## src/tpwm_pkg.sv

```systemverilog
// Package for the 16-bit timer PWM waveform generator.
// Assumes AXI4-Lite register access with 32-bit data, byte offsets below.
package tpwm_pkg;

  // Register byte offsets
  localparam logic [7:0] TPWM_CTRL_OFF    = 8'h00;
  localparam logic [7:0] TPWM_COUNT_OFF   = 8'h04;
  localparam logic [7:0] TPWM_CMPA_OFF    = 8'h08;
  localparam logic [7:0] TPWM_CMPB_OFF    = 8'h0c;
  localparam logic [7:0] TPWM_CAPT_OFF    = 8'h10;
  localparam logic [7:0] TPWM_FLAGS_OFF   = 8'h14;
  localparam logic [7:0] TPWM_PINEN_OFF   = 8'h18;
  localparam logic [7:0] TPWM_PINDIR_OFF  = 8'h1c;

  // Control register field positions
  localparam int TPWM_WGM_LSB   = 0;   // waveform_mode_select 3:0
  localparam int TPWM_CS_LSB    = 4;   // prescaler select 6:4
  localparam int TPWM_OMA_LSB   = 8;   // out_mode_a 9:8
  localparam int TPWM_OMB_LSB   = 10;  // out_mode_b 11:10

  // Flag bit positions
  localparam int TPWM_FLG_OVF   = 0;
  localparam int TPWM_FLG_CMPA  = 1;
  localparam int TPWM_FLG_CMPB  = 2;
  localparam int TPWM_FLG_CAPT  = 3;

  // Pin enable fields
  localparam int TPWM_PINA_LSB  = 0;
  localparam int TPWM_PINB_LSB  = 4;

  // Reset values and counter extremes
  localparam logic [15:0] TPWM_BOTTOM   = 16'h0000;
  localparam logic [15:0] TPWM_MAX      = 16'hffff;
  localparam logic [15:0] TPWM_TOP8     = 16'h00ff;
  localparam logic [15:0] TPWM_TOP9     = 16'h01ff;
  localparam logic [15:0] TPWM_TOP10    = 16'h03ff;
  localparam logic [31:0] TPWM_ZERO32   = 32'h0000_0000;

  // Prescaler divisors
  localparam logic [9:0] TPWM_DIV8     = 10'd7;
  localparam logic [9:0] TPWM_DIV64    = 10'd63;
  localparam logic [9:0] TPWM_DIV256   = 10'd255;
  localparam logic [9:0] TPWM_DIV1024  = 10'd1023;

  // AXI responses
  localparam logic [1:0] TPWM_RESP_OK     = 2'b00;
  localparam logic [1:0] TPWM_RESP_SLVERR = 2'b10;

  // Compare output mode encodings
  typedef enum logic [1:0] {
    TPWM_OM_OFF    = 2'd0,
    TPWM_OM_TOGGLE = 2'd1,
    TPWM_OM_NONINV = 2'd2,
    TPWM_OM_INV    = 2'd3
  } tpwm_om_t;

  // Waveform family derived from mode select
  typedef enum logic [1:0] {
    TPWM_FAM_NORMAL = 2'd0,
    TPWM_FAM_FAST   = 2'd1,
    TPWM_FAM_PC     = 2'd3,
    TPWM_FAM_PFC    = 2'd2
  } tpwm_fam_t;

  // Pin group carrying one channel's pin outputs
  typedef struct packed {
    logic [3:0] out;
    logic [3:0] oe;
  } tpwm_pins_t;

endpackage

```

## src/tpwm_gen.sv

```systemverilog
// PWM waveform generator of a 16-bit timer with AXI4-Lite registers.
// Assumes one 40 MHz clock, synchronous active-low reset, no interrupts.
//
// Notes on behaviour
// - Capture TOP unbuffered; missed TOP wraps via MAX
// - Compare A buffered, loads at TOP in fast
// - Out mode two non-inverted, three inverted
// - Pin driven only with direction and enable
// - Fast: action at match, opposite at TOP
// - Prescaler divides by 1,8,64,256,1024
// - Fast: BOTTOM spike, TOP constant level
// - Fast mode 1 toggles A on match
// - Modes 1,2,3,10,11 are phase correct
// - Phase correct: clear up, set down
// - TOP fixed 8/9/10/16 bits or register
// - Freq correct: load and overflow at BOTTOM
// - Register TOP sets its flag at TOP
// - Freq correct: action up, opposite down
// - Dual slope: BOTTOM low, TOP high
// - Fast mode 1 needs top mode bit set
// - Compare equal TOP acts at TOP only
// - Pin enables: A bits 3:0, B 7:4
`timescale 1ns/100ps
`default_nettype none
module tpwm_gen
  import tpwm_pkg::*;
(
  // Clock and reset
  input  wire logic               aclk,
  input  wire logic               aresetn,
  // AXI4-Lite write address and data
  input  wire logic [7:0]         s_axi_awaddr,
  input  wire logic               s_axi_awvalid,
  output logic                    s_axi_awready,
  input  wire logic [31:0]        s_axi_wdata,
  input  wire logic [3:0]         s_axi_wstrb,
  input  wire logic               s_axi_wvalid,
  output logic                    s_axi_wready,
  // AXI4-Lite write response
  output logic [1:0]              s_axi_bresp,
  output logic                    s_axi_bvalid,
  input  wire logic               s_axi_bready,
  // AXI4-Lite read
  input  wire logic [7:0]         s_axi_araddr,
  input  wire logic               s_axi_arvalid,
  output logic                    s_axi_arready,
  output logic [31:0]             s_axi_rdata,
  output logic [1:0]              s_axi_rresp,
  output logic                    s_axi_rvalid,
  input  wire logic               s_axi_rready,
  // Waveforms and pins
  output logic                    wave_out_a,
  output logic                    wave_out_b,
  output tpwm_pkg::tpwm_pins_t    pins_a,
  output tpwm_pkg::tpwm_pins_t    pins_b
);

  ////////////////////////////////////////////////////////////////////////////
  // Register state
  logic [15:0] ctrl_q;
  logic [15:0] counter_value_q;
  logic [15:0] compare_reg_a_q, compare_buf_a_q;
  logic [15:0] compare_reg_b_q, compare_buf_b_q;
  logic [15:0] capture_top_reg_q;
  logic [3:0]  flags_q;
  logic [7:0]  pin_enable_reg_q;
  logic [1:0]  pin_direction_bit_q;
  logic        count_down_q;
  logic [9:0]  presc_q;

  logic [3:0]  waveform_mode_select;
  logic        waveform_mode_top_bit;
  logic [2:0]  clk_sel;
  tpwm_om_t    out_mode_a, out_mode_b;
  assign waveform_mode_select  = ctrl_q[TPWM_WGM_LSB +: 4];
  assign waveform_mode_top_bit = waveform_mode_select[3];
  assign clk_sel    = ctrl_q[TPWM_CS_LSB +: 3];
  assign out_mode_a = tpwm_om_t'(ctrl_q[TPWM_OMA_LSB +: 2]);
  assign out_mode_b = tpwm_om_t'(ctrl_q[TPWM_OMB_LSB +: 2]);

  ////////////////////////////////////////////////////////////////////////////
  // Mode decode
  // Family of a mode value, following the usual 16-bit timer table
  function automatic tpwm_fam_t mode_family(input logic [3:0] m);
    case (m)
      4'd1, 4'd2, 4'd3, 4'd10, 4'd11: mode_family = TPWM_FAM_PC;
      4'd8, 4'd9:                      mode_family = TPWM_FAM_PFC;
      4'd5, 4'd6, 4'd7, 4'd14, 4'd15:  mode_family = TPWM_FAM_FAST;
      default:                         mode_family = TPWM_FAM_NORMAL;
    endcase
  endfunction

  tpwm_fam_t   fam;
  logic [15:0] top;
  logic        top_is_capt, top_is_cmpa, pwm_mode;
  assign fam      = mode_family(waveform_mode_select);
  assign pwm_mode = (fam != TPWM_FAM_NORMAL);

  // TOP source: fixed widths, capture register or compare A
  always_comb begin
    top_is_capt = 1'b0;
    top_is_cmpa = 1'b0;
    case (waveform_mode_select)
      4'd1, 4'd5:   top = TPWM_TOP8;
      4'd2, 4'd6:   top = TPWM_TOP9;
      4'd3, 4'd7:   top = TPWM_TOP10;
      4'd8, 4'd10, 4'd12, 4'd14: begin
        top = capture_top_reg_q;
        top_is_capt = 1'b1;
      end
      4'd4, 4'd9, 4'd11, 4'd15: begin
        top = compare_reg_a_q;
        top_is_cmpa = 1'b1;
      end
      default:      top = TPWM_MAX;
    endcase
  end

  ////////////////////////////////////////////////////////////////////////////
  // Prescaler: one-cycle timer tick
  logic tick;
  always_comb begin
    case (clk_sel)
      3'd1:    tick = 1'b1;
      3'd2:    tick = (presc_q[2:0] == TPWM_DIV8[2:0]);
      3'd3:    tick = (presc_q[5:0] == TPWM_DIV64[5:0]);
      3'd4:    tick = (presc_q[7:0] == TPWM_DIV256[7:0]);
      3'd5:    tick = (presc_q == TPWM_DIV1024);
      default: tick = 1'b0;  // Stopped
    endcase
  end

  // Free-running divider; select zero holds it at zero
  always_ff @(posedge aclk) begin
    if (!aresetn || clk_sel == 3'd0) begin
      presc_q <= 10'd0;
    end else begin
      presc_q <= presc_q + 10'd1;
    end
  end

  ////////////////////////////////////////////////////////////////////////////
  // Counter events
  logic at_top, at_bottom, dual, cnt_wr;
  assign dual      = (fam == TPWM_FAM_PC) || (fam == TPWM_FAM_PFC);
  assign at_top    = (counter_value_q == top);
  assign at_bottom = (counter_value_q == TPWM_BOTTOM);

  ////////////////////////////////////////////////////////////////////////////
  // AXI4-Lite slave
  logic        aw_q, w_q;
  logic [7:0]  awaddr_q;
  logic [31:0] wdata_q;
  logic [3:0]  wstrb_q;
  logic        wr_go;
  assign s_axi_awready = !aw_q && !s_axi_bvalid;
  assign s_axi_wready  = !w_q && !s_axi_bvalid;
  assign s_axi_arready = !s_axi_rvalid;
  assign wr_go         = aw_q && w_q && !s_axi_bvalid;

  // Write channels held until both halves are in
  always_ff @(posedge aclk) begin
    if (!aresetn) begin
      aw_q     <= 1'b0;
      w_q      <= 1'b0;
      awaddr_q <= 8'h00;
      wdata_q  <= TPWM_ZERO32;
      wstrb_q  <= 4'h0;
    end else begin
      if (s_axi_awvalid && s_axi_awready) begin
        aw_q     <= 1'b1;
        awaddr_q <= s_axi_awaddr;
      end else if (wr_go) begin
        aw_q     <= 1'b0;
      end
      if (s_axi_wvalid && s_axi_wready) begin
        w_q     <= 1'b1;
        wdata_q <= s_axi_wdata;
        wstrb_q <= s_axi_wstrb;
      end else if (wr_go) begin
        w_q     <= 1'b0;
      end
    end
  end

  // Byte-lane merge of a 16-bit register
  function automatic logic [15:0] merge16(input logic [15:0] old,
                                          input logic [31:0] d,
                                          input logic [3:0]  s);
    merge16 = {s[1] ? d[15:8] : old[15:8], s[0] ? d[7:0] : old[7:0]};
  endfunction

  logic wr_known;
  always_comb begin
    if (awaddr_q == TPWM_CTRL_OFF || awaddr_q == TPWM_COUNT_OFF ||
        awaddr_q == TPWM_CMPA_OFF || awaddr_q == TPWM_CMPB_OFF ||
        awaddr_q == TPWM_CAPT_OFF || awaddr_q == TPWM_FLAGS_OFF ||
        awaddr_q == TPWM_PINEN_OFF || awaddr_q == TPWM_PINDIR_OFF) begin
      wr_known = 1'b1;
    end else begin
      wr_known = 1'b0;
    end
  end
  assign cnt_wr = wr_go && (awaddr_q == TPWM_COUNT_OFF);

  // Write response; unmapped offsets answer SLVERR
  always_ff @(posedge aclk) begin
    if (!aresetn) begin
      s_axi_bvalid <= 1'b0;
      s_axi_bresp  <= TPWM_RESP_OK;
    end else if (wr_go) begin
      s_axi_bvalid <= 1'b1;
      s_axi_bresp  <= wr_known ? TPWM_RESP_OK : TPWM_RESP_SLVERR;
    end else if (s_axi_bready) begin
      s_axi_bvalid <= 1'b0;
    end
  end

  // Plain configuration registers
  always_ff @(posedge aclk) begin
    if (!aresetn) begin
      ctrl_q              <= 16'h0000;
      capture_top_reg_q   <= 16'h0000;
      pin_enable_reg_q    <= 8'h00;
      pin_direction_bit_q <= 2'b00;
    end else if (wr_go) begin
      if (awaddr_q == TPWM_CTRL_OFF) begin
        ctrl_q <= merge16(ctrl_q, wdata_q, wstrb_q);
      end else if (awaddr_q == TPWM_CAPT_OFF) begin
        capture_top_reg_q <= merge16(capture_top_reg_q, wdata_q, wstrb_q);
      end else if (awaddr_q == TPWM_PINEN_OFF && wstrb_q[0]) begin
        pin_enable_reg_q <= wdata_q[7:0];
      end else if (awaddr_q == TPWM_PINDIR_OFF && wstrb_q[0]) begin
        pin_direction_bit_q <= wdata_q[1:0];
      end
    end
  end

  // Read channel
  always_ff @(posedge aclk) begin
    if (!aresetn) begin
      s_axi_rvalid <= 1'b0;
      s_axi_rdata  <= TPWM_ZERO32;
      s_axi_rresp  <= TPWM_RESP_OK;
    end else if (s_axi_arvalid && s_axi_arready) begin
      s_axi_rvalid <= 1'b1;
      s_axi_rresp  <= TPWM_RESP_OK;
      // Reads of compare registers return the buffered value
      if (s_axi_araddr == TPWM_CTRL_OFF) begin
        s_axi_rdata <= {16'h0000, ctrl_q};
      end else if (s_axi_araddr == TPWM_COUNT_OFF) begin
        s_axi_rdata <= {16'h0000, counter_value_q};
      end else if (s_axi_araddr == TPWM_CMPA_OFF) begin
        s_axi_rdata <= {16'h0000, compare_buf_a_q};
      end else if (s_axi_araddr == TPWM_CMPB_OFF) begin
        s_axi_rdata <= {16'h0000, compare_buf_b_q};
      end else if (s_axi_araddr == TPWM_CAPT_OFF) begin
        s_axi_rdata <= {16'h0000, capture_top_reg_q};
      end else if (s_axi_araddr == TPWM_FLAGS_OFF) begin
        s_axi_rdata <= {28'h0000000, flags_q};
      end else if (s_axi_araddr == TPWM_PINEN_OFF) begin
        s_axi_rdata <= {24'h000000, pin_enable_reg_q};
      end else if (s_axi_araddr == TPWM_PINDIR_OFF) begin
        s_axi_rdata <= {30'h00000000, pin_direction_bit_q};
      end else begin
        s_axi_rdata <= TPWM_ZERO32;
        s_axi_rresp <= TPWM_RESP_SLVERR;
      end
    end else if (s_axi_rready) begin
      s_axi_rvalid <= 1'b0;
    end
  end

  ////////////////////////////////////////////////////////////////////////////
  // Counter and direction
  // A write of the counter blocks the next tick's compare match
  logic blk_q;
  always_ff @(posedge aclk) begin
    if (!aresetn) begin
      counter_value_q <= TPWM_BOTTOM;
      count_down_q    <= 1'b0;
      blk_q           <= 1'b0;
    end else if (cnt_wr) begin
      counter_value_q <= merge16(counter_value_q, wdata_q, wstrb_q);
      blk_q           <= 1'b1;
    end else if (tick) begin
      blk_q <= 1'b0;
      if (dual) begin
        // Up to TOP then down to BOTTOM
        if (at_top) begin
          count_down_q    <= 1'b1;
          counter_value_q <= counter_value_q - 16'd1;
        end else if (at_bottom) begin
          count_down_q    <= 1'b0;
          counter_value_q <= counter_value_q + 16'd1;
        end else if (count_down_q) begin
          counter_value_q <= counter_value_q - 16'd1;
        end else begin
          counter_value_q <= counter_value_q + 16'd1;
        end
      end else if (at_top) begin
        counter_value_q <= TPWM_BOTTOM;
        count_down_q    <= 1'b0;
      end else begin
        // Above an unbuffered TOP it runs on through MAX and wraps
        counter_value_q <= counter_value_q + 16'd1;
        count_down_q    <= 1'b0;
      end
    end
  end

  ////////////////////////////////////////////////////////////////////////////
  // Double-buffered compare registers
  logic load_now;
  always_comb begin
    case (fam)
      TPWM_FAM_FAST: load_now = tick && at_top;
      TPWM_FAM_PFC:  load_now = tick && at_bottom;
      TPWM_FAM_PC:   load_now = tick && at_top;
      default:       load_now = 1'b1;
    endcase
  end

  always_ff @(posedge aclk) begin
    if (!aresetn) begin
      compare_buf_a_q <= 16'h0000;
      compare_buf_b_q <= 16'h0000;
      compare_reg_a_q <= 16'h0000;
      compare_reg_b_q <= 16'h0000;
    end else begin
      if (wr_go && awaddr_q == TPWM_CMPA_OFF) begin
        compare_buf_a_q <= merge16(compare_buf_a_q, wdata_q, wstrb_q);
      end
      if (wr_go && awaddr_q == TPWM_CMPB_OFF) begin
        compare_buf_b_q <= merge16(compare_buf_b_q, wdata_q, wstrb_q);
      end
      // Non-PWM modes copy straight through
      if (load_now || !pwm_mode) begin
        compare_reg_a_q <= compare_buf_a_q;
        compare_reg_b_q <= compare_buf_b_q;
      end
    end
  end

  ////////////////////////////////////////////////////////////////////////////
  // Flags, write one to clear; a set in the same cycle wins
  logic match_a, match_b;
  assign match_a = tick && !blk_q && (counter_value_q == compare_reg_a_q);
  assign match_b = tick && !blk_q && (counter_value_q == compare_reg_b_q);

  logic [3:0] flag_set, flag_clr;
  always_comb begin
    flag_set = 4'h0;
    flag_set[TPWM_FLG_OVF] = tick && ((fam == TPWM_FAM_PFC || fam == TPWM_FAM_PC)
                              ? at_bottom : at_top);
    flag_set[TPWM_FLG_CMPA] = match_a || (tick && at_top && top_is_cmpa);
    flag_set[TPWM_FLG_CMPB] = match_b;
    flag_set[TPWM_FLG_CAPT] = tick && at_top && top_is_capt;
    flag_clr = (wr_go && awaddr_q == TPWM_FLAGS_OFF && wstrb_q[0]) ? wdata_q[3:0] : 4'h0;
  end

  always_ff @(posedge aclk) begin
    if (!aresetn) begin
      flags_q <= 4'h0;
    end else begin
      flags_q <= (flags_q & ~flag_clr) | flag_set;
    end
  end

  ////////////////////////////////////////////////////////////////////////////
  // Waveform update per channel
  function automatic logic wave_next(input logic      cur,
                                     input tpwm_om_t  om,
                                     input tpwm_fam_t f,
                                     input logic      hit,
                                     input logic      t_top,
                                     input logic      down,
                                     input logic      is_a,
                                     input logic      top_bit);
    logic act;
    act = (om == TPWM_OM_INV);  // Level set by a match when counting up
    wave_next = cur;
    case (f)
      TPWM_FAM_FAST: begin
        if (om == TPWM_OM_TOGGLE) begin
          if (hit && is_a && top_bit) wave_next = !cur;
        end else if (om[1]) begin
          // A match at TOP is dropped, so the TOP action alone decides
          if (t_top) wave_next = !act;
          else if (hit) wave_next = act;
        end
      end
      TPWM_FAM_PC, TPWM_FAM_PFC: begin
        if (om[1] && hit) wave_next = down ? !act : act;
      end
      default: begin
        if (hit) begin
          case (om)
            TPWM_OM_TOGGLE: wave_next = !cur;
            TPWM_OM_NONINV: wave_next = 1'b0;
            TPWM_OM_INV:    wave_next = 1'b1;
            default:        wave_next = cur;
          endcase
        end
      end
    endcase
  endfunction

  // Extremes belong to the slope being entered: BOTTOM holds low, TOP high
  logic slope_down;
  assign slope_down = at_top ? 1'b1 : (at_bottom ? 1'b0 : count_down_q);
  logic hit_a, hit_b, ta_top, tb_top;
  // In fast PWM with out mode two or three, a compare equal to TOP is served at TOP, not as a match
  assign ta_top = (compare_reg_a_q == top);
  assign tb_top = (compare_reg_b_q == top);
  assign hit_a  = match_a && !(fam == TPWM_FAM_FAST && ta_top && out_mode_a[1]);
  assign hit_b  = match_b && !(fam == TPWM_FAM_FAST && tb_top && out_mode_b[1]);

  always_ff @(posedge aclk) begin
    if (!aresetn) begin
      wave_out_a <= 1'b0;
      wave_out_b <= 1'b0;
    end else if (tick) begin
      wave_out_a <= wave_next(wave_out_a, out_mode_a, fam, hit_a, at_top,
                              slope_down, 1'b1, waveform_mode_top_bit);
      wave_out_b <= wave_next(wave_out_b, out_mode_b, fam, hit_b, at_top,
                              slope_down, 1'b0, waveform_mode_top_bit);
    end
  end

  ////////////////////////////////////////////////////////////////////////////
  // Pin routing: drive only with direction, enable and a connected mode
  logic con_a, con_b;
  assign con_a = (out_mode_a != TPWM_OM_OFF) &&
                 !(fam == TPWM_FAM_FAST && out_mode_a == TPWM_OM_TOGGLE &&
                   !waveform_mode_top_bit);
  assign con_b = (out_mode_b != TPWM_OM_OFF) &&
                 !(fam == TPWM_FAM_FAST && out_mode_b == TPWM_OM_TOGGLE);
  assign pins_a.out = {4{wave_out_a}};
  assign pins_b.out = {4{wave_out_b}};
  assign pins_a.oe  = pin_enable_reg_q[TPWM_PINA_LSB +: 4] &
                      {4{pin_direction_bit_q[0] && con_a}};
  assign pins_b.oe  = pin_enable_reg_q[TPWM_PINB_LSB +: 4] &
                      {4{pin_direction_bit_q[1] && con_b}};

endmodule
`default_nettype wire

```

## config.mk

```make
export PLATFORM = sky130hd
export DESIGN_NAME = tpwm_gen
export DESIGN_NICKNAME = d
export VERILOG_FILES = /design/src/tpwm_pkg.sv /design/src/tpwm_gen.sv
export SDC_FILE = /design/constraint.sdc
export NUM_CORES = 1
export LEC_CHECK = 0
export ABC_AREA = 1
export BUFFER_PORTS_ARGS = -buffer_cell sky130_fd_sc_hd__buf_2
export CAP_MARGIN = 40
export CORE_UTILIZATION = 25
export CTS_BUF_LIST = sky130_fd_sc_hd__clkbuf_16
export DETAILED_ROUTE_END_ITERATION = 8
export GPL_TIMING_DRIVEN = 0
export PLACE_DENSITY = 0.41
export SKIP_CTS_REPAIR_TIMING = 1
export SYNTH_ARGS = -nofsm -noshare
export SYNTH_HDL_FRONTEND = slang
export SYNTH_SLANG_ARGS = --single-unit
```

## constraint.sdc

```tcl
create_clock -name aclk -period 2.5 [get_ports aclk]
set_clock_uncertainty 0.15 [all_clocks]
set_input_delay 0.125 -clock aclk [delete_from_list [all_inputs] [get_ports aclk]]
set_output_delay 0.125 -clock aclk [all_outputs]
set_load 0.01 [all_outputs]
```

==> results of run 1 <==
==> worst reg2reg max path: cells and delay by family (launching register included) <==
family | cells | cell delay, ns
buffers and inverters | 6 | 0.70
and+or+nand+nor | 13 | 1.22
DFF | 1 | 0.38
AOI/OAI and AO/OA | 2 | 0.19
==> metrics by stage <==
| stage | total power, mW | std cells |
|---|---|---|
| finish | 6.773 | 2368 |
| floorplan | 3.592 | 1622 |
| global placement | 3.868 | 2242 |
| detailed placement | 3.870 | 2243 |
| CTS | 6.716 | 2275 |
| global route | 7.036 | 2368 |
==> registers in the layout, indices dropped and copies added (netlist names), 2 cells and up <==
| signal | flops |
|---|---|
| capture_top_reg_q | 16 |
| compare_buf_a_q | 16 |
| compare_buf_b_q | 16 |
| compare_reg_a_q | 16 |
| compare_reg_b_q | 16 |
| counter_value_q | 16 |
| ctrl_q | 16 |
| s_axi_rdata | 16 |
| wdata_q | 16 |
| presc_q | 10 |
| awaddr_q | 8 |
| pin_enable_reg_q | 8 |
| flags_q | 4 |
| fam | 2 |
| pin_direction_bit_q | 2 |
| wstrb_q | 2 |
==> final cells by class <==
class / count / share of cell area
Buffer: 91 / 0.04527
Tap cell: 539 / 0.04674
Clock inverter: 15 / 0.01214
Multi-Input combinational cell: 1150 / 0.4492
Timing Repair Buffer: 185 / 0.1007
Clock buffer: 17 / 0.02949
Inverter: 181 / 0.05091
Sequential cell: 190 / 0.2655
==> power groups by stage <==
stage                     logic (mW)  registers (mW)  clock network (mW)
after floorplan                0.389            3.20                   0
after global placement         0.632            3.24                   0
after detailed placement       0.634            3.24                   0
after CTS                      0.637            3.17                2.91
after global routing           0.818            3.18                3.03
final                          0.752            3.17                2.85
==> worst max path at each step <==
stage,endpoint,slack (ns)
after floorplan,compare_reg_a_q[0],0.07
after global placement,wave_out_b,-0.91
after detailed placement,wave_out_b,-0.94
after CTS,counter_value_q[8],-0.96
after global routing,counter_value_q[15],-0.41
final,compare_reg_b_q[2],-0.25
==> synthesized netlist by cell type, types with 5 or more instances <==
master,count
o211ai_2,6
dfxtp_1,190
xnor2_1,5
nor3_1,28
buf_6,7
nor4_1,7
buf_2,12
nand2_2,10
a211oi_1,42
nand4_1,42
o2111ai_1,8
o21ai_0,148
clkbuf_1,52
o21ai_1,21
nand2_1,321
nor2_1,175
inv_2,8
nand3_2,11
buf_4,29
xor2_1,19
inv_1,168
nand3_1,66
a21oi_1,162
a221oi_1,6
ha_1,8
o211ai_1,10
clkinv_1,5
==> cell families (layout without fill, tap and decap cells) <==
group           after synthesis  count (layout)  synth area share
xor+xnor                     24              24           0.01958
buf+inv                     282             489            0.1150
simple gates                674             674            0.2750
fa+ha+maj                     8               8          0.009325
compound gates              425             425            0.2254
mux                           1               1         0.0009325
flops                       190             190            0.3544
other cells                   1              18         0.0003494
==> per-layer routing <==
metal	up-vias	wire length (µm)	track usage
li1	5765	-	-
met3	76	2345	0.02931
met4	0	1626	0.08164
met1	5555	21790	0.2904
met2	420	22550	0.3447
met5	-	0	0
==> flow_metrics.env, run 1 <==
export IMPL_power_density_mw_per_mm2=469.5
export IMPL_cp_slowest_cell="dfxtp_4"
export IMPL_start_util=0.2548
export IMPL_ys_warn_count=0
export IMPL_nNetsFinal=1883
export IMPL_cellLeakagePower_nw=5.730
export IMPL_end_kind="flop"
export IMPL_r2r_cells=21
export IMPL_p_comb_frac=0.111
export IMPL_n_antenna_cell=0
export IMPL_pwr_share_seq=0.469
export IMPL_grt_max_degree=20
export IMPL_clock_sinks=190
export IMPL_port_buffers=81
export IMPL_fmax_ghz=0.3632
export IMPL_seq_area_mm2=0.003831
export IMPL_cts_made_buffers=17
export IMPL_synth_edf_count=0
export IMPL_max_slew_margin=0.3033
export IMPL_p_clk_frac=0.420
export IMPL_critical_path_n_buffers_inverters=6
export IMPL_die_height_um=209.2
export IMPL_crit_start="ctrl_q[3]"
export IMPL_clk_latency_ns=0.46
export IMPL_r2r_slack_ns=-0.25
export IMPL_utilization=0.3424
export IMPL_clockBufferDepth=2
export IMPL_async_flop_share=0
export IMPL_worst_slack_ns=-0.2531
export IMPL_core_mm2=0.04213
export IMPL_critical_path_max_stage_delay_ns=0.38
export IMPL_cp_depth=21
export IMPL_grt_setup_unrepaired="yes"
export IMPL_p_sw_mw=1.990
export IMPL_synth_seq_cells=190
export IMPL_area_growth_pct=34.41
export IMPL_grt_pass1_wl_um=68810
export IMPL_arrival_ns=2.96
export IMPL_vias=11816
export IMPL_hold_path_end="awaddr_q[3]"
export IMPL_layout_commonest_cell="nand2_1"
export IMPL_multiInputGateArea_mm2=0.006481
export IMPL_root_buffer="clkbuf_16"
export IMPL_drv_cap=0
export IMPL_setup_viol=51
export IMPL_finalWirelength_um=48310
export IMPL_place_congestion=0.9667
export IMPL_drt_iter0_drc=909
export IMPL_swShare=0.2939
export IMPL_synth_area_mm2=0.01073
export IMPL_intPower_mw=4.783
export IMPL_post_drt_wl_per_cell_um=20.40
export IMPL_synth_cell_types=49
export IMPL_crit_family="simple AND/OR/NAND/NOR gates"
export IMPL_first_pass_iters=5
export IMPL_cts_tree="done"
export IMPL_drt_antenna_violating_nets=0
export IMPL_routed_via_density=4.990
export IMPL_yosysTopAreaCell="dfxtp_1"
export IMPL_ys_flop_type="dfxtp_1"
export IMPL_syn_area_per_cell_um2=6.688
export IMPL_dp_final_hpwl_um=37800
export IMPL_whs_path_depth=4
export IMPL_path_clk_slew_ns=0.08
export IMPL_first_global_vias=10543
export IMPL_post_route_drc_count=0
export IMPL_fill_cells=4568
export IMPL_seq_area_frac_synth=0.3544
export IMPL_synth_top_area_frac=0.3544
export IMPL_tns_ns=-8.813
export IMPL_hold_viol_final=4
export IMPL_synth_area_top_cells="dfxtp_1, nand2_1, a21oi_1"
export IMPL_dpl_cell_area_mm2=0.01189
export IMPL_die_area_mm2=0.04377
export IMPL_overflow=0
export IMPL_ir_drop_v=0.0003688
export IMPL_path_cells="inv_6 -> nor2_4 -> buf_12 -> buf_4 -> nand2_1 -> nand2_2 -> inv_2 -> nand3_2 -> nand2_1 -> nand2_1 -> nor2_2 -> nand2_2 -> nor2_4 -> nand2_4 -> nor2_4 -> nand2_4 -> nand2_8 -> clkinv_8 -> clkbuf_16 -> o21ai_4 -> a21oi_2"
export IMPL_design_area_mm2=0.01443
export IMPL_grt_usage=0.2145
export IMPL_preCtsSetupSlack_ns=-0.9373
export IMPL_h_tree_depth=4
export IMPL_hold_path_class="in2reg"
export IMPL_drive_gt1_frac=0.2378
export IMPL_netlist_instances=1605
export IMPL_num_io_pins=118
export IMPL_die_x_um=209.2
export IMPL_antenna_found_initial=0
export IMPL_hold_path_startpoint="s_axi_awvalid"
export IMPL_fin_crit_ns=2.753
export IMPL_reg2reg_to="compare_reg_b_q[2]"
export IMPL_r2r_start="ctrl_q[3]"
export IMPL_required_ns=2.70
export IMPL_cp_max_fo=7
export IMPL_outcome="complete, but fails checks"
export IMPL_whs_ns=-0.03810
export IMPL_final_cell_mix="nand2_1, dfxtp_1, nor2_1, inv_1, a21oi_1"
export IMPL_fp_row_count=75
export IMPL_drv_slew=0
export IMPL_violations="negative hold slack, negative setup slack"
export IMPL_criticalPathCategory="reg2reg"
export IMPL_period_share=1.101
export IMPL_tightest_slew_ns=1.045
export IMPL_cp_start_kind="flop"
No activity file was read; power rests on OpenSTA's default activity.
==> run 2: changes to the inputs <==
--- a/config.mk
+++ b/config.mk
@@ -12,6 +12,7 @@
 export CTS_BUF_LIST = sky130_fd_sc_hd__clkbuf_16
 export DETAILED_ROUTE_END_ITERATION = 8
 export GPL_TIMING_DRIVEN = 0
+export HOLD_SLACK_MARGIN = 0.03
 export PLACE_DENSITY = 0.41
 export SKIP_CTS_REPAIR_TIMING = 1
 export SYNTH_ARGS = -nofsm -noshare
==> run 2 against run 1 <==
  * The flow still finishes with violations (negative hold slack, negative setup slack)
  * Design area about the same
  * Maximum frequency down 0.88%
  * Global-route usage unchanged
  * Hold slack better by 0.029 ns
  * Count of clock-buffer cells in the layout unchanged
  * Combinational power up 0.7%
  * Non-clock buffer count up 1
  * Final cell count about the same
  * Sequential share of layout area about the same
  * Via count up 0.48%
  * Critical endpoint unchanged
  * Largest cell class unchanged
==> flow_metrics.env, run 2 (same netlist as run 1, synthesis figures left out) <==
export IMPL_power_density_mw_per_mm2=470.3
export IMPL_dpl_cell_area_mm2=0.01189
export IMPL_design_area_mm2=0.01444
export IMPL_criticalPathCategory="reg2reg"
export IMPL_arrival_ns=2.98
export IMPL_fmax_ghz=0.3600
export IMPL_layout_commonest_cell="nand2_1"
export IMPL_start_util=0.2548
export IMPL_drt_iter0_drc=1010
export IMPL_outcome="complete, but fails checks"
export IMPL_cp_start_kind="flop"
export IMPL_power_mw=6.790
export IMPL_whs_ns=-0.009580
export IMPL_n_antenna_cell=0
export IMPL_antenna_found_initial=0
export IMPL_violations="negative hold slack, negative setup slack"
export IMPL_grt_max_degree=20
export IMPL_cts_tree="done"
export IMPL_period_share=1.111
export IMPL_ir_drop_v=0.0003662
export IMPL_overflow=0
export IMPL_drive_gt1_frac=0.2377
export IMPL_first_pass_iters=5
export IMPL_h_tree_depth=4
export IMPL_die_area_mm2=0.04377
export IMPL_max_slew_margin=0.2968
export IMPL_path_clk_slew_ns=0.08
export IMPL_tightest_slew_ns=1.055
export IMPL_pwr_share_seq=0.468
export IMPL_grt_pass1_wl_um=68810
export IMPL_finalWirelength_um=48420
export IMPL_die_x_um=209.2
export IMPL_cp_max_fo=7
export IMPL_post_drt_wl_per_cell_um=20.44
export IMPL_crit_family="simple AND/OR/NAND/NOR gates"
export IMPL_hold_viol_final=2
export IMPL_critical_path_max_stage_delay_ns=0.38
export IMPL_clockBufferDepth=2
export IMPL_first_global_vias=10543
export IMPL_drv_cap=0
export IMPL_nNetsFinal=1884
export IMPL_setup_viol=52
export IMPL_area_growth_pct=34.50
export IMPL_clk_latency_ns=0.46
export IMPL_root_buffer="clkbuf_16"
export IMPL_required_ns=2.70
export IMPL_final_cell_mix="nand2_1, dfxtp_1, nor2_1, inv_1, a21oi_1"
export IMPL_routed_via_density=5.012
export IMPL_p_clk_frac=0.421
export IMPL_intPower_mw=4.785
export IMPL_preCtsSetupSlack_ns=-0.9373
export IMPL_worst_slack_ns=-0.2776
export IMPL_grt_usage=0.2145
export IMPL_cellLeakagePower_nw=5.734
export IMPL_vias=11873
export IMPL_p_sw_mw=2.005
export IMPL_post_route_drc_count=0
export IMPL_drt_antenna_violating_nets=0
export IMPL_end_kind="flop"
export IMPL_dp_final_hpwl_um=37800
export IMPL_grt_setup_unrepaired="yes"
export IMPL_port_buffers=81
export IMPL_cts_made_buffers=17
export IMPL_path_cells="inv_6 -> nor2_4 -> buf_12 -> buf_4 -> nand2_1 -> nand2_2 -> inv_2 -> nand3_2 -> nand2_1 -> nand2_1 -> nor2_2 -> nand2_2 -> nor2_4 -> nand2_4 -> nor2_4 -> nand2_4 -> nand2_8 -> clkinv_8 -> clkbuf_16 -> o21ai_4 -> a21oi_2"
export IMPL_die_height_um=209.2
export IMPL_cp_slowest_cell="dfxtp_4"
export IMPL_tns_ns=-9.989
export IMPL_fin_crit_ns=2.778
export IMPL_hold_path_class="in2reg"
export IMPL_fp_row_count=75
export IMPL_swShare=0.2953
export IMPL_place_congestion=0.9667
export IMPL_critical_path_n_buffers_inverters=6
export IMPL_p_comb_frac=0.111
export IMPL_drv_slew=0
export IMPL_num_io_pins=118
export IMPL_core_mm2=0.04213
export IMPL_clock_sinks=190
run 2: changes by cell type in the layout (fill, tap and decap cells not counted), sizes merged:
cell and change:
dlygate4sd3 +1
run 2: layout make-up:
type / instances / area, µm²
buffer: 91 / 653.1
clock buffer: 17 / 425.4
clock inverter: 15 / 175.2
fill: 4565 / 27700
inverter: 181 / 734.5
multi-input combinational: 1150 / 6481
sequential: 190 / 3831
tap: 539 / 674.4
timing repair buffer: 186 / 1463
run 2: worst paths after layout:
check	to	cells past startpoint	start	slack (ns)
hold reg to reg	presc_q[0]	1	presc_q[0]	0.30
setup / recovery	compare_reg_b_q[2]	21	ctrl_q[3]	-0.28
setup reg to reg	compare_reg_b_q[2]	21	ctrl_q[3]	-0.28
hold / removal	awaddr_q[4]	4	s_axi_awvalid	-0.01
run 2: power groups by stage:
| stage | logic, mW | clock network, mW | registers, mW |
|---|---|---|---|
| global route | 0.820 | 3.03 | 3.18 |
| detailed placement | 0.634 | 0 | 3.24 |
| floorplan | 0.389 | 0 | 3.20 |
| global placement | 0.632 | 0 | 3.24 |
| finish | 0.757 | 2.86 | 3.17 |
| CTS | 0.637 | 2.91 | 3.17 |
run 2: worst reg2reg max path, cell delays in order (launching register included):
cell       delay [ns]
dfxtp_4          0.38
inv_6            0.08
nor2_4           0.04
buf_12           0.13
buf_4            0.14
nand2_1          0.07
nand2_2          0.09
inv_2            0.09
nand3_2          0.11
nand2_1          0.08
nand2_1          0.08
nor2_2           0.12
nand2_2          0.07
nor2_4           0.15
nand2_4          0.09
nor2_4           0.12
nand2_4          0.08
nand2_8          0.12
clkinv_8         0.09
clkbuf_16        0.17
o21ai_4          0.16
a21oi_2          0.04
run 2: per-stage QoR:
step	cells	utilization
4_1_cts	2275	0.2965
5_1_grt	2369	0.3427
3_3_place_gp	2242	0.2819
3_5_place_dp	2243	0.2823
2_1_floorplan	1622	-
6_report	2369	0.3427
run 2: metal layers:
layer | track usage | routed length (µm)
met5 | 0 | 0
met4 | 0.08164 | 1671
met3 | 0.02931 | 2307
met2 | 0.3447 | 22540
met1 | 0.2904 | 21900
==> run 3: changes to the inputs <==
--- a/config.mk
+++ b/config.mk
@@ -13,8 +13,7 @@
 export DETAILED_ROUTE_END_ITERATION = 8
 export GPL_TIMING_DRIVEN = 0
 export HOLD_SLACK_MARGIN = 0.03
-export PLACE_DENSITY = 0.41
-export SKIP_CTS_REPAIR_TIMING = 1
+export PLACE_DENSITY = 0.4
 export SYNTH_ARGS = -nofsm -noshare
 export SYNTH_HDL_FRONTEND = slang
 export SYNTH_SLANG_ARGS = --single-unit
==> constraint.sdc (replaced) <==
create_clock -name aclk -period 2.98 [get_ports aclk]
set_clock_uncertainty 0.15 [all_clocks]
set_input_delay 0.149 -clock aclk [delete_from_list [all_inputs] [get_ports aclk]]
set_output_delay 0.149 -clock aclk [all_outputs]
set_load 0.01 [all_outputs]
==> run 3 against run 2 <==
  * The flow now finishes without violations
  * Sequential power is 16% lower
  * Sequential cell count did not move
  * Maximum frequency is 4.2% lower
  * Die area is the same
  * Sequential share of layout area is 2.0 points higher
  * Count of clock-buffer cells in the layout unchanged
  * Critical path depth fell by 3
  * Core utilization fell by 2.5 points
  * Register-to-register slack better by 0.36 ns
  * Clock power shrank 18%
  * Largest cell class unchanged
==> flow_metrics.env, run 3 (same netlist as run 1, synthesis figures left out) <==
export IMPL_design_area_mm2=0.01339
export IMPL_die_area_mm2=0.04377
export IMPL_start_util=0.2548
export IMPL_grt_pass1_wl_um=71130
export IMPL_period_share=0.9726
export IMPL_path_cells="inv_6 -> nor2_4 -> buf_12 -> nand2_2 -> o211ai_2 -> inv_2 -> nand2_1 -> nand2_1 -> nor2_2 -> nand2_2 -> nor2_4 -> nand2_4 -> buf_8 -> nand2_8 -> nand2_4 -> buf_6 -> o211ai_1 -> a21oi_1"
export IMPL_die_height_um=209.2
export IMPL_utilization=0.3178
export IMPL_grt_usage=0.2230
export IMPL_nNetsFinal=1849
export IMPL_setup_viol=0
export IMPL_use_met3=0.02991
export IMPL_whs_ns=0.04651
export IMPL_required_ns=3.18
export IMPL_crit_family="simple AND/OR/NAND/NOR gates"
export IMPL_outcome="finished clean"
export IMPL_routed_via_density=4.940
export IMPL_end_kind="flop"
export IMPL_cp_slowest_cell="dfxtp_4"
export IMPL_grt_use_met2=0.3637
export IMPL_cts_made_buffers=17
export IMPL_die_x_um=209.2
export IMPL_first_global_vias=10906
export IMPL_fin_crit_ns=2.898
export IMPL_power_density_mw_per_mm2=418.5
export IMPL_max_slew_margin=0.4360
export IMPL_drt_iter0_drc=884
export IMPL_post_drt_wl_per_cell_um=20.80
export IMPL_preCtsSetupSlack_ns=-0.4154
export IMPL_drive_gt1_frac=0.1571
export IMPL_reg2reg_to="counter_value_q[15]"
export IMPL_power_mw=5.604
export IMPL_drv_cap=0
export IMPL_drv_slew=0
export IMPL_cellLeakagePower_nw=5.438
export IMPL_final_cell_mix="nand2_1, dfxtp_1, nor2_1, inv_1, a21oi_1"
export IMPL_hold_path_startpoint="s_axi_awvalid"
export IMPL_num_io_pins=118
export IMPL_post_route_drc_count=0
export IMPL_path_clk_slew_ns=0.08
export IMPL_h_tree_depth=4
export IMPL_antenna_found_initial=2
export IMPL_place_congestion=0.9088
export IMPL_top_usage_layer="met2"
export IMPL_overflow=0
export IMPL_dp_final_hpwl_um=38540
export IMPL_finalWirelength_um=48540
export IMPL_n_antenna_cell=0
export IMPL_clock_sinks=190
export IMPL_drt_antenna_violating_nets=0
export IMPL_r2r_cells=18
export IMPL_clk_latency_ns=0.47
export IMPL_area_growth_pct=24.73
export IMPL_worst_slack_ns=0.08179
export IMPL_core_mm2=0.04213
export IMPL_critical_path_n_buffers_inverters=5
export IMPL_tightest_slew_ns=0.8461
export IMPL_criticalPathCategory="reg2reg"
export IMPL_layout_commonest_cell="nand2_1"
export IMPL_cts_tree="done"
export IMPL_whs_path_depth=5
export IMPL_port_buffers=81
export IMPL_fill_cells=4654
export IMPL_cp_start_kind="flop"
export IMPL_grt_util_met1=0.2957
export IMPL_hold_viol_final=0
export IMPL_r2r_start="ctrl_q[3]"
export IMPL_critical_path_max_stage_delay_ns=0.39
export IMPL_fp_row_count=75
export IMPL_cp_max_fo=10
export IMPL_fmax_ghz=0.3450
export IMPL_hold_path_end="awaddr_q[1]"
export IMPL_hold_path_class="in2reg"
export IMPL_first_pass_iters=5
export IMPL_root_buffer="clkbuf_16"
export IMPL_clockBufferDepth=2
export IMPL_r2r_slack_ns=0.08
export IMPL_arrival_ns=3.10
export IMPL_dpl_cell_area_mm2=0.01189
export IMPL_grt_max_degree=17
export IMPL_ir_drop_v=0.0004002
export IMPL_vias=11529
[run 3: cell count changes in the layout (fill, tap and decap cells not counted), moves of 9 or more]
cell      change
buf_4        -29
nand2_1      +28
nand2_2      -21
o21ai_0      +20
o21ai_2      -20
a21oi_1      +19
a21oi_2      -19
clkbuf_1     +11
dfxtp_1       +9
dfxtp_2       -9
inv_1         +9
[run 3: stage by stage]
stage          setup TNS [ns]  std cells
2_1_floorplan               0       1622
3_3_place_gp           -13.54       2242
3_5_place_dp           -12.86       2243
4_1_cts                     0       2320
5_1_grt             -0.008635       2334
6_report                    0       2334
[run 3: final cells by class]
| cell class | count | area [µm²] | share of cell area |
|---|---|---|---|
| flip-flops and latches | 190 | 3820 | 0.2853 |
| plain buffers | 95 | 573.1 | 0.04280 |
| clock inverters | 15 | 143.9 | 0.01075 |
| repair buffers | 147 | 1054 | 0.07868 |
| multi-input cells | 1150 | 5996 | 0.4478 |
| well taps | 539 | 674.4 | 0.05037 |
| clock buffers | 17 | 425.4 | 0.03177 |
| inverters | 181 | 703.2 | 0.05252 |
[run 3: what timing repair did]
item,CTS,global route
pin swaps,6,9
endpoints found under the hold margin,31,0
hold buffers,35,0
cloned,1,0
gates resized for setup,39,49
endpoints found under the setup margin,53,48
setup buffers,11,18
[run 3: report_power, final]
group	leakage, nW	internal [mW]	switching (mW)	total [mW]
combinational	3.61	0.203	0.390	0.593
sequential	1.54	2.59	0.0700	2.66
clock	0.286	1.23	1.12	2.35
total	5.44	4.03	1.58	5.60
[run 3: routing by layer]
metal / wire length, µm / share of wire
met1: 22300 / 0.46
met2: 22410 / 0.46
met3: 2117 / 0.044
met4: 1694 / 0.035
met5: 13 / 0.00027
[run 3: tightest hold or removal path, stage by stage]
cell	delay (ns)
buf_2	0.08
nand2_1	0.12
inv_1	0.14
nor2_1	0.06
nor2_1	0.09
[run 3: how the worst max path moves through the flow]
stage / from / end / slack, ns / cells past startpoint
5_1_grt: ctrl_q[3] / counter_value_q[15] / -0.009 / 19
3_5_place_dp: presc_q[0] / counter_value_q[8] / -0.42 / 14
3_3_place_gp: presc_q[0] / wave_out_b / -0.46 / 16
2_1_floorplan: presc_q[0] / compare_reg_a_q[0] / 0.55 / 17
6_report: ctrl_q[3] / counter_value_q[15] / 0.08 / 18
4_1_cts: ctrl_q[3] / compare_reg_a_q[6] / 0.01 / 19
